**config.mk**
```make
export PLATFORM = sky130hd
export DESIGN_NAME = shbp_port
export DESIGN_NICKNAME = d
export VERILOG_FILES = /design/src/rtl/shbp_pkg.sv /design/src/rtl/shbp_irq_drv.sv /design/src/rtl/shbp_port.sv
export SDC_FILE = /design/constraint.sdc
export NUM_CORES = 1
export LEC_CHECK = 0
export BUFFER_PORTS_ARGS = -buffer_cell sky130_fd_sc_hd__buf_4
export CAP_MARGIN = 20
export CELL_PAD_IN_SITES_DETAIL_PLACEMENT = 0
export CELL_PAD_IN_SITES_GLOBAL_PLACEMENT = 1
export CORE_UTILIZATION = 39
export DETAILED_ROUTE_END_ITERATION = 6
export PLACE_DENSITY_LB_ADDON = 0.2
export SLEW_MARGIN = 40
export SYNTH_ARGS = -nofsm -noshare
export SYNTH_HDL_FRONTEND = slang
export SYNTH_SLANG_ARGS = --single-unit
```
**constraint.sdc**
```tcl
create_clock -name CLK_SYS -period 2.2 [get_ports CLK_SYS]
set_input_delay 0.44 -clock CLK_SYS [delete_from_list [all_inputs] [get_ports CLK_SYS]]
set_output_delay 0.44 -clock CLK_SYS [all_outputs]
set_load 0.02 [all_outputs]
```
**src/rtl/shbp_pkg.sv**
```systemverilog
// Constants and types shared by the host bus port and its interrupt pin driver.
// Assumes a single 200 MHz system clock and a synchronous active-low reset.
//
// Notes on behaviour
// - Accept 32-bit or 16-bit host transfers, internal 32-bit.
// - Narrow bus halves are joined and split internally.
// - Big-endian option swaps byte lanes of register data.
// - Seven-bit word address selects registers or FIFOs.
// - Low read strobe marks a read access.
// - Strobes count only with chip select low.
// - Selected write strobe wakes device; writes only after a first read.
// - FIFO select routes access to FIFOs, ignoring high address.
// - Upper data pull-downs disabled in 32-bit mode.
// - Interrupt pin has selectable buffer type; polarity is selectable in push-pull mode only.
// - Interrupt pin may act as open-drain driver.
// - Programmable hold-off before interrupt re-asserts.
// - Host-initiated asynchronous cycles; device never masters.
// - Width strap latched at reset release; high is 32-bit.
package shbp_pkg;

  // ************************************************************
  // Widths and address decoding
  // ************************************************************
  localparam int ADDR_W = 7;  // Word address on lines 7 down to 1.
  localparam int DATA_W = 32;  // Internal data path width.
  localparam int HALF_W = 16;  // Narrow host bus width.
  localparam int FIFO_ADDR_LSB_KEEP = 2;  // Address bits kept when FIFO select is high.
  localparam logic [ADDR_W-1:0] FIFO_ADDR_MASK = 7'h03;  // Keeps lines 2 and 1 only.

  // ************************************************************
  // Reset values and timing
  // ************************************************************
  localparam logic BUS_WIDTH_RESET = 1'b1;  // Assume wide bus until the strap is caught.
  localparam logic [7:0] HOLDOFF_RESET = 8'h00;  // Hold-off counter after reset.
  localparam int HOLDOFF_UNIT_NS = 10;  // One hold-off step, in ns.
  localparam int CLK_PERIOD_NS = 5;  // System clock period in ns.
  localparam int HOLDOFF_UNIT_CYC = (HOLDOFF_UNIT_NS + CLK_PERIOD_NS - 1) / CLK_PERIOD_NS;
  localparam logic [3:0] HOLDOFF_UNIT_CYC_V = 4'(HOLDOFF_UNIT_CYC);  // Sized copy.

  // ************************************************************
  // Access states
  // ************************************************************
  typedef enum logic [1:0] {
    SHBP_IDLE = 2'b00,  // No strobe active.
    SHBP_READ = 2'b01,  // Read strobe held.
    SHBP_WRITE = 2'b10  // Write strobe held.
  } shbp_state_t;

endpackage

```
**src/rtl/shbp_irq_drv.sv**
```systemverilog
// Interrupt pin driver with polarity, buffer type and re-assert hold-off.
// Assumes the interrupt request arrives from logic on the same clock.
`timescale 1ns/100ps
module shbp_irq_drv (
  input wire logic clk,
  input wire logic rst_n,
  input wire logic ce,
  input wire logic irq_req,
  input wire logic polarity_high,
  input wire logic open_drain,
  input wire logic [7:0] holdoff,
  output logic irq_o,
  output logic irq_oe_n
);

  // ************************************************************
  // State
  // ************************************************************
  typedef struct packed {
    logic active;  // Interrupt currently asserted.
    logic [7:0] steps;  // Hold-off steps left.
    logic [3:0] sub;  // Cycles left in the current step.
    logic pin;  // Registered pin level.
    logic oe_n;  // Registered enable, low while driving.
  } shbp_irq_st_t;

  shbp_irq_st_t st_r;  // Registered state.
  shbp_irq_st_t st_nxt;  // Next state.
  logic assert_now;  // Interrupt level that will drive the pin.

  // Compute the next state; hold-off stops a fresh assertion until it runs out.
  always_comb begin
    st_nxt = st_r;
    assert_now = st_r.active;
    if (st_r.active && !irq_req) begin
      st_nxt.active = 1'b0;  // Deassert and start the hold-off.
      st_nxt.steps = holdoff;
      st_nxt.sub = shbp_pkg::HOLDOFF_UNIT_CYC_V;
    end else if (!st_r.active && irq_req && st_r.steps == 8'h00) begin
      st_nxt.active = 1'b1;  // Hold-off expired, so the request may pass.
    end else if (!st_r.active && st_r.steps != 8'h00) begin
      if (st_r.sub <= 4'h1) begin
        st_nxt.steps = st_r.steps - 8'h01;
        st_nxt.sub = shbp_pkg::HOLDOFF_UNIT_CYC_V;
      end else begin
        st_nxt.sub = st_r.sub - 4'h1;
      end
    end
    assert_now = st_nxt.active;
    if (open_drain) begin
      // Open-drain only pulls low when asserted, and floats otherwise.
      st_nxt.pin = 1'b0;
      st_nxt.oe_n = !assert_now;
    end else begin
      st_nxt.pin = polarity_high ? assert_now : !assert_now;
      st_nxt.oe_n = 1'b0;
    end
  end

  // Register the state; the clock enable freezes everything.
  always_ff @(posedge clk) begin
    if (!rst_n) begin
      st_r <= '{active: 1'b0, steps: shbp_pkg::HOLDOFF_RESET, sub: 4'h0,
                pin: 1'b0, oe_n: 1'b1};
    end else if (ce) begin
      st_r <= st_nxt;
    end
  end

  assign irq_o = st_r.pin;
  assign irq_oe_n = st_r.oe_n;

  // ************************************************************
  // Checks
  // ************************************************************
  property p_od_never_drives_high;
    @(posedge clk) disable iff (!rst_n) (!irq_oe_n && $past(open_drain) && $past(ce)) |-> !irq_o;
  endproperty
  a_od_never_drives_high: assert property (p_od_never_drives_high)
    else $error("Open-drain interrupt pin drove high.");

  property p_holdoff_blocks;
    @(posedge clk) disable iff (!rst_n) (st_r.steps != 8'h00) |-> !st_r.active;
  endproperty
  a_holdoff_blocks: assert property (p_holdoff_blocks)
    else $error("Interrupt asserted during hold-off.");

  property p_pushpull_polarity;
    @(posedge clk) disable iff (!rst_n)
      ($past(ce) && !$past(open_drain) && $past(polarity_high) && $past(rst_n))
      |-> (irq_o == st_r.active);
  endproperty
  a_pushpull_polarity: assert property (p_pushpull_polarity)
    else $error("Interrupt pin polarity wrong.");

  c_irq_assert: cover property (@(posedge clk) disable iff (!rst_n) $rose(st_r.active));

endmodule

```
**src/rtl/shbp_port.sv**
```systemverilog
// Top of the SRAM-like host bus port: strobe capture, address decode, width
// conversion, byte swap and the interrupt pin.
// Assumes host pins are asynchronous; strobes and chip select are sampled through three flops.
`timescale 1ns/100ps
module shbp_port (
  input wire logic CLK_SYS,
  input wire logic RSTN,
  input wire logic CE,
  input wire logic [6:0] HOST_ADDR,
  input wire logic [31:0] HOST_DATA_I,
  output logic [31:0] HOST_DATA_O,
  output logic [31:0] HOST_DATA_OE_N,
  output logic UPPER_PULLDOWN_EN,
  input wire logic READ_STROBE_N,
  input wire logic WRITE_STROBE_N,
  input wire logic CHIP_SELECT_N,
  input wire logic FIFO_SELECT,
  input wire logic BUS_WIDTH_STRAP,
  input wire logic BIG_ENDIAN,
  input wire logic IRQ_POLARITY_HIGH,
  input wire logic IRQ_OPEN_DRAIN,
  input wire logic [7:0] IRQ_HOLDOFF,
  input wire logic IRQ_REQ,
  output logic IRQ_O,
  output logic IRQ_OE_N,
  output logic REG_RD,
  output logic REG_WR,
  output logic FIFO_RD,
  output logic FIFO_WR,
  output logic [6:0] INT_ADDR,
  output logic [31:0] INT_WDATA,
  input wire logic [31:0] INT_RDATA,
  output logic WAKE,
  output logic WIDE_BUS
);

  // ************************************************************
  // State
  // ************************************************************
  typedef struct packed {
    logic [2:0] rd_s;  // Read strobe synchroniser, active high.
    logic [2:0] wr_s;  // Write strobe synchroniser, active high.
    logic [2:0] cs_s;  // Chip select synchroniser, active high.
    logic rd_q;  // Filtered read level.
    logic wr_q;  // Filtered write level.
    logic cs_q;  // Filtered chip select level.
    shbp_pkg::shbp_state_t state;  // Access state.
    logic strap_done;  // Width strap already caught.
    logic wide;  // Bus width, high for 32 bits.
    logic armed;  // A read has happened since reset.
    logic half_hi;  // Narrow mode: low half already taken.
    logic [15:0] low_half;  // Narrow mode: stored low half of a write.
    logic [31:0] rd_word;  // Narrow mode: word read on the low half.
    logic [31:0] dout;  // Data driven to the host.
    logic [31:0] doe_n;  // Data output enables, low while driving.
    logic reg_rd;  // Internal register read pulse.
    logic reg_wr;  // Internal register write pulse.
    logic fifo_rd;  // FIFO read pulse.
    logic fifo_wr;  // FIFO write pulse.
    logic [6:0] iaddr;  // Internal address.
    logic [31:0] iwdata;  // Internal write data.
    logic wake;  // Wake pulse.
    logic pd_en;  // Upper pull-down enable.
  } shbp_st_t;

  shbp_st_t st_r;  // Registered state.
  shbp_st_t st_nxt;  // Next state.

  // Swap byte lanes for big-endian hosts; register data only, FIFOs pass as is.
  function automatic logic [31:0] lane_swap(input logic [31:0] d, input logic en);
    lane_swap = en ? {d[7:0], d[15:8], d[23:16], d[31:24]} : d;
  endfunction

  // ************************************************************
  // Next-state logic
  // ************************************************************
  always_comb begin
    logic rd_f;
    logic wr_f;
    logic cs_f;
    logic [6:0] addr;
    logic [31:0] word;
    rd_f = 1'b0;
    wr_f = 1'b0;
    cs_f = 1'b0;
    addr = 7'h00;
    word = 32'h0;
    st_nxt = st_r;
    st_nxt.reg_rd = 1'b0;
    st_nxt.reg_wr = 1'b0;
    st_nxt.fifo_rd = 1'b0;
    st_nxt.fifo_wr = 1'b0;
    st_nxt.wake = 1'b0;
    // Shift the pins in; only the second and third stages are compared.
    st_nxt.rd_s = {st_r.rd_s[1:0], !READ_STROBE_N};
    st_nxt.wr_s = {st_r.wr_s[1:0], !WRITE_STROBE_N};
    st_nxt.cs_s = {st_r.cs_s[1:0], !CHIP_SELECT_N};
    if (st_r.rd_s[2] == st_r.rd_s[1]) begin
      st_nxt.rd_q = st_r.rd_s[2];
    end
    if (st_r.wr_s[2] == st_r.wr_s[1]) begin
      st_nxt.wr_q = st_r.wr_s[2];
    end
    if (st_r.cs_s[2] == st_r.cs_s[1]) begin
      st_nxt.cs_q = st_r.cs_s[2];
    end
    rd_f = st_r.rd_q && st_r.cs_q;  // Strobes count only under chip select.
    wr_f = st_r.wr_q && st_r.cs_q;
    // The strap is caught once, in the first enabled cycle after release.
    if (!st_r.strap_done) begin
      st_nxt.wide = BUS_WIDTH_STRAP;
      st_nxt.strap_done = 1'b1;
    end
    st_nxt.pd_en = !st_nxt.wide;  // Pull-downs only on the narrow bus.
    // FIFO select discards the upper address lines.
    if (FIFO_SELECT) begin
      addr = HOST_ADDR & shbp_pkg::FIFO_ADDR_MASK;
    end else begin
      addr = HOST_ADDR;
    end
    // Narrow mode pairs on address line 1; the word index drops it.
    if (!st_r.wide) begin
      addr = {addr[6:1], 1'b0};
    end
    // The device only answers host strobes and never drives the strobes.
    case (st_r.state)
      shbp_pkg::SHBP_IDLE: begin
        if (rd_f) begin
          st_nxt.state = shbp_pkg::SHBP_READ;
          st_nxt.armed = 1'b1;  // First read unlocks writes.
          st_nxt.iaddr = addr;
          if (st_r.wide || !HOST_ADDR[0]) begin
            if (FIFO_SELECT) begin
              st_nxt.fifo_rd = 1'b1;
            end else begin
              st_nxt.reg_rd = 1'b1;
            end
          end
        end else if (wr_f) begin
          st_nxt.state = shbp_pkg::SHBP_WRITE;
          st_nxt.wake = 1'b1;  // Qualified write wakes the device.
          st_nxt.iaddr = addr;
          if (st_r.wide) begin
            word = HOST_DATA_I;
          end else if (!HOST_ADDR[0]) begin
            st_nxt.low_half = HOST_DATA_I[15:0];
            st_nxt.half_hi = 1'b1;
          end else begin
            word = {HOST_DATA_I[15:0], st_r.low_half};
          end
          if (st_r.armed && (st_r.wide || (HOST_ADDR[0] && st_r.half_hi))) begin
            st_nxt.half_hi = 1'b0;
            st_nxt.iwdata = FIFO_SELECT ? word : lane_swap(word, BIG_ENDIAN);
            if (FIFO_SELECT) begin
              st_nxt.fifo_wr = 1'b1;
            end else begin
              st_nxt.reg_wr = 1'b1;
            end
          end
        end
      end
      shbp_pkg::SHBP_READ: begin
        word = FIFO_SELECT ? INT_RDATA : lane_swap(INT_RDATA, BIG_ENDIAN);
        if (st_r.wide) begin
          st_nxt.dout = word;
          st_nxt.doe_n = 32'h0;
        end else begin
          if (!HOST_ADDR[0]) begin
            st_nxt.rd_word = word;
            st_nxt.dout = {16'h0, word[15:0]};
          end else begin
            st_nxt.dout = {16'h0, st_r.rd_word[31:16]};
          end
          st_nxt.doe_n = 32'hffff0000;
        end
        if (!rd_f) begin
          st_nxt.state = shbp_pkg::SHBP_IDLE;
          st_nxt.doe_n = 32'hffffffff;
        end
      end
      shbp_pkg::SHBP_WRITE: begin
        if (!wr_f) begin
          st_nxt.state = shbp_pkg::SHBP_IDLE;
        end
      end
      default: begin
        st_nxt.state = shbp_pkg::SHBP_IDLE;
      end
    endcase
  end

  // Register all state; reset takes constants only.
  always_ff @(posedge CLK_SYS) begin
    if (!RSTN) begin
      st_r <= '0;
      st_r.wide <= shbp_pkg::BUS_WIDTH_RESET;
      st_r.doe_n <= 32'hffffffff;
      st_r.state <= shbp_pkg::SHBP_IDLE;
    end else if (CE) begin
      st_r <= st_nxt;
    end
  end

  // ************************************************************
  // Interrupt pin
  // ************************************************************
  shbp_irq_drv u_irq (
    .clk(CLK_SYS),
    .rst_n(RSTN),
    .ce(CE),
    .irq_req(IRQ_REQ),
    .polarity_high(IRQ_POLARITY_HIGH),
    .open_drain(IRQ_OPEN_DRAIN),
    .holdoff(IRQ_HOLDOFF),
    .irq_o(IRQ_O),
    .irq_oe_n(IRQ_OE_N)
  );

  assign HOST_DATA_O = st_r.dout;
  assign HOST_DATA_OE_N = st_r.doe_n;
  assign UPPER_PULLDOWN_EN = st_r.pd_en;
  assign REG_RD = st_r.reg_rd;
  assign REG_WR = st_r.reg_wr;
  assign FIFO_RD = st_r.fifo_rd;
  assign FIFO_WR = st_r.fifo_wr;
  assign INT_ADDR = st_r.iaddr;
  assign INT_WDATA = st_r.iwdata;
  assign WAKE = st_r.wake;
  assign WIDE_BUS = st_r.wide;

  // ************************************************************
  // Checks
  // ************************************************************
  property p_no_write_before_read;
    @(posedge CLK_SYS) disable iff (!RSTN) (REG_WR || FIFO_WR) |-> $past(st_r.armed);
  endproperty
  a_no_write_before_read: assert property (p_no_write_before_read)
    else $error("Write taken before any read.");

  property p_cs_gates;
    @(posedge CLK_SYS) disable iff (!RSTN) (REG_RD || FIFO_RD || WAKE) |-> $past(st_r.cs_q);
  endproperty
  a_cs_gates: assert property (p_cs_gates)
    else $error("Access taken without chip select.");

  property p_pulldown;
    @(posedge CLK_SYS) disable iff (!RSTN) st_r.strap_done && $past(st_r.strap_done)
      |-> (UPPER_PULLDOWN_EN == !WIDE_BUS);
  endproperty
  a_pulldown: assert property (p_pulldown)
    else $error("Pull-down state disagrees with bus width.");

  property p_fifo_addr;
    @(posedge CLK_SYS) disable iff (!RSTN) (FIFO_RD || FIFO_WR) |-> (INT_ADDR[6:2] == 5'h0);
  endproperty
  a_fifo_addr: assert property (p_fifo_addr)
    else $error("FIFO access kept upper address bits.");

  property p_wake_on_write;
    @(posedge CLK_SYS) disable iff (!RSTN)
      (CE && st_r.state == shbp_pkg::SHBP_IDLE && !st_r.rd_q && st_r.wr_q && st_r.cs_q)
      |=> WAKE;
  endproperty
  a_wake_on_write: assert property (p_wake_on_write)
    else $error("Qualified write did not wake the device.");

  // In narrow mode the upper lines are left to their pull-downs, never driven.
  property p_narrow_upper_float;
    @(posedge CLK_SYS) disable iff (!RSTN) !WIDE_BUS |-> (HOST_DATA_OE_N[31:16] == 16'hffff);
  endproperty
  a_narrow_upper_float: assert property (p_narrow_upper_float)
    else $error("Narrow bus drove the upper data lines.");

  // The width is caught once; a later change would garble every access.
  property p_strap_held;
    @(posedge CLK_SYS) disable iff (!RSTN) (st_r.strap_done && $past(st_r.strap_done))
      |-> $stable(WIDE_BUS);
  endproperty
  a_strap_held: assert property (p_strap_held)
    else $error("Bus width changed after it was latched.");

  // Once the filtered read strobe drops, the data lines are released next cycle.
  property p_read_release;
    @(posedge CLK_SYS) disable iff (!RSTN)
      (CE && st_r.state == shbp_pkg::SHBP_READ && !(st_r.rd_q && st_r.cs_q))
      |=> (HOST_DATA_OE_N == 32'hffffffff);
  endproperty
  a_read_release: assert property (p_read_release)
    else $error("Data lines still driven after the read strobe ended.");

  // Each access raises at most one internal strobe, so FIFOs and registers never mix.
  property p_one_target;
    @(posedge CLK_SYS) disable iff (!RSTN) $onehot0({REG_RD, REG_WR, FIFO_RD, FIFO_WR});
  endproperty
  a_one_target: assert property (p_one_target)
    else $error("More than one internal strobe raised at once.");

  // The wake pulse lasts one enabled cycle; a held wake would look like many writes.
  property p_wake_pulse;
    @(posedge CLK_SYS) disable iff (!RSTN) (WAKE && CE) |=> !WAKE;
  endproperty
  a_wake_pulse: assert property (p_wake_pulse)
    else $error("Wake pulse lasted more than one cycle.");

  // Cover points for the main scenarios of the port.
  c_reg_read: cover property (@(posedge CLK_SYS) disable iff (!RSTN) REG_RD);
  c_reg_write: cover property (@(posedge CLK_SYS) disable iff (!RSTN) REG_WR);
  c_fifo_write: cover property (@(posedge CLK_SYS) disable iff (!RSTN) FIFO_WR && !WIDE_BUS);

endmodule

```
==> results.json <==
{
  "crit_path_end_kind": "flip-flop",
  "syn_area_per_cell_sq_um": 8.64,
  "cts_sinks": 144,
  "coreArea_sq_mm": 0.0186,
  "rsz0062_at_grt": "no",
  "worstMarginPinSlew_ps": 592,
  "num_vias": 6182,
  "syn_nets": 953,
  "tritoncts": "yes",
  "overflow": 0,
  "pwr-share-seq_pct": 37.6,
  "required_ps": 2570,
  "start_util_pct": 39.8,
  "remaining_drc_errors": 0,
  "fin_setup_tns_ps": 0,
  "seqCellArea_sq_mm": 0.00288,
  "cp-start-kind": "flip-flop",
  "hold_violations": 0,
  "drive_above_1_share_pct": 29.3,
  "grt_max_degree": 73,
  "htree_levels": 4,
  "min_period_ps": 1960,
  "ios": 203,
  "synth_flop_cell": "dfxtp_1",
  "ys_warn_count": 0,
  "fmax_mhz": 511,
  "fin_worst_skew_ps": 8.79,
  "async_reset_ff_share_pct": 0,
  "synth_cells": 858,
  "critPathMaxFanout": 8,
  "clock-root-buffer": "clkbuf_16",
  "multi_input_comb_area_sq_mm": 0.00344,
  "pre_cts_ws_ps": 291,
  "cap_violations": 0,
  "hold_buffers": 0,
  "die_h_um": 140,
  "io_buffers": 202,
  "hp-class": "primary input to flip-flop",
  "ctsLongestPathBuffers": 2,
  "totalWireLength_um": 20400,
  "cpPeakStageDelay_ps": 510,
  "power.density_mw_per_mm2": 808,
  "dr.pass1.iters": 4,
  "dieArea_sq_mm": 0.0196,
  "vias_per_cell": 5.21,
  "slew_violations": 0,
  "fillers": 1824,
  "nets": 1035,
  "cts-resized-gates": 0,
  "cts_setup_buffers": 0,
  "path_cells": "inv_1 -> ha_1 -> or4b_1 -> o21ai_2 -> or2_1 -> buf_12 -> o221a_1",
  "ir_worst_vdd_mv": 0.548,
  "synth_edf_count": 0,
  "synth_cell_type_count": 51,
  "internal-power_mw": 5.45,
  "swShare_pct": 26.2,
  "wire_per_inst_um": 17.2,
  "grt_pass1_vias": 5989,
  "critPathSlowestCell": "or4b_1",
  "arrival_ps": 2320,
  "fin_total_pwr_mw": 7.38,
  "grt_usage_pct": 21.2,
  "clk_latency_ps": 420,
  "grt_pass1_wl_um": 32400,
  "power_frac_comb_pct": 18.4,
  "yosysSeqAreaShare_pct": 38.9,
  "p_clk_share_pct": 44.0,
  "switchingPower_mw": 1.93,
  "area_growth_pct": 23.1,
  "p_leak_nw": 4.03,
  "synth_seq_cells": 144,
  "fp-row-count": 50,
  "setup_viol": 0,
  "synth_area_sq_mm": 0.00741,
  "antenna_found_initial": 0,
  "clk_pin_slew_ps": 60,
  "dpl.hpwl_um": 14000,
  "die_w_um": 140,
  "cts_made_buffers": 17,
  "path_class": "flip-flop to flip-flop",
  "place.gp.congestion": 0.821,
  "ant_nets": 0,
  "worst_slack_ps": 244,
  "relSlewSlack_pct": 60.3,
  "drt_iter0_drc": 427,
  "period_share_pct": 88.9,
  "status": "completed",
  "antennaDiodeCount": 0
}
==> cell usage after synthesis (2+ instances only) <==
cell | count | area share, %
o311ai_0 | 7 | 0.83
ha_1 | 4 | 0.68
a31oi_1 | 33 | 2.8
mux2_2 | 16 | 2.4
nor2b_1 | 3 | 0.25
a211oi_1 | 6 | 0.61
nor2_1 | 94 | 4.8
or3_1 | 2 | 0.17
a32o_1 | 32 | 4.3
nor3b_1 | 2 | 0.20
buf_2 | 13 | 0.88
o211ai_1 | 5 | 0.51
clkbuf_1 | 40 | 2.0
nor4_1 | 3 | 0.25
and2_1 | 36 | 3.0
nand3_1 | 11 | 0.74
and3_1 | 6 | 0.51
buf_6 | 3 | 0.46
a21boi_0 | 3 | 0.30
inv_1 | 10 | 0.51
nor3_1 | 4 | 0.27
a2bb2oi_1 | 3 | 0.35
o21ai_0 | 8 | 0.54
a21o_1 | 4 | 0.41
nand2b_1 | 3 | 0.25
nand2_1 | 102 | 5.2
o31ai_1 | 4 | 0.41
buf_4 | 108 | 11
a211o_1 | 17 | 2.0
a22oi_1 | 17 | 1.7
mux2i_1 | 56 | 7.6
xnor2_1 | 3 | 0.35
a21oi_1 | 39 | 2.6
dfxtp_1 | 144 | 39
==> layout make-up <==
| type | count | share of cell area (%) |
|---|---|---|
| flip-flops and latches | 144 | 31.6 |
| inverters | 11 | 0.466 |
| clock inverters | 10 | 2.30 |
| well taps | 234 | 3.21 |
| multi-input cells | 539 | 37.7 |
| repair buffers | 227 | 19.9 |
| clock buffers | 21 | 4.83 |
==> sequential cells by signal, indices dropped and copies added (netlist names) <==
signal             flops
INT_ADDR               7
st_nxt                 6
WIDE_BUS               1
REG_RD                 1
st_r                  43
u_irq.irq_oe_n         1
INT_WDATA             32
FIFO_RD                1
REG_WR                 1
u_irq.st_r            13
WAKE                   1
HOST_DATA_OE_N         2
u_irq.irq_o            1
HOST_DATA_O           32
FIFO_WR                1
UPPER_PULLDOWN_EN      1
==> through the flow <==
step	std cells	cell area, sq um	hold slack [ps]	utilization, %
after floorplan	858	7410	432	-
after global placement	1155	8480	439	45.5
after detailed placement	1155	8480	448	45.5
after CTS	1186	9130	183	49.0
after global routing	1186	9130	183	49.0
final	1186	9130	195	49.0
==> path summary, 6_finish.rpt <==
kind	start	end	slack, ps	cells past startpoint
worst max-delay path	u_irq.st_r[6]$_SDFFE_PN0P_	u_irq.st_r[6]$_SDFFE_PN0P_	240	7
worst min-delay path	READ_STROBE_N	st_nxt[173]$_SDFFE_PN0P_	200	2
worst max register to register	u_irq.st_r[6]$_SDFFE_PN0P_	u_irq.st_r[6]$_SDFFE_PN0P_	240	7
worst min register to register	INT_ADDR[4]$_SDFFE_PN0P_	INT_ADDR[4]$_SDFFE_PN0P_	450	2
==> placed cells by master (no fill, tap or decap), types with 9 or more instances in the layout <==
master,instances
nand2_1,102
inv_1,9
and2_1,36
buf_4,218
nand3_1,11
a22oi_1,17
a31oi_1,33
dfxtp_1,144
nor2_1,93
mux2i_1,56
a21oi_1,39
clkbuf_16,17
mux2_2,16
buf_12,9
a32o_1,32
a211o_1,17
==> routing by layer <==
metal / global-route usage [%] / routed length, um
met3: 6.78 / 1270
met2: 34.5 / 9600
met4: 7.11 / 340
met1: 26.5 / 9180
met5: 0 / 0
==> logic make-up (layout without fill, tap and decap cells) <==
| kind of cell | Yosys count | count (layout) | synth area share (%) |
|---|---|---|---|
| and+or+nand+nor | 277 | 277 | 17.2 |
| AOI/OAI and AO/OA | 183 | 183 | 18.1 |
| buffers and inverters | 175 | 269 | 14.9 |
| DFF | 144 | 144 | 38.9 |
| muxes | 72 | 72 | 9.99 |
| adders and majority gates | 4 | 4 | 0.675 |
| xor gates and xnor gates | 3 | 3 | 0.354 |
==> critical path, delay by kind of cell (launching register included) <==
family / cells / cell delay, ps
compound gates: 2 / 440
fa+ha+maj: 1 / 170
buf+inv: 2 / 230
flops: 1 / 340
simple gates: 2 / 720
==> power by group through the flow <==
stage / logic [mW] / clock network (mW) / registers [mW]
global placement: 1.37 / 0 / 2.83
finish: 1.36 / 3.24 / 2.78
CTS: 1.37 / 3.31 / 2.77
floorplan: 0.853 / 0 / 2.82
global route: 1.50 / 3.44 / 2.79
detailed placement: 1.36 / 0 / 2.83
Power figures use the tool's default switching activity.
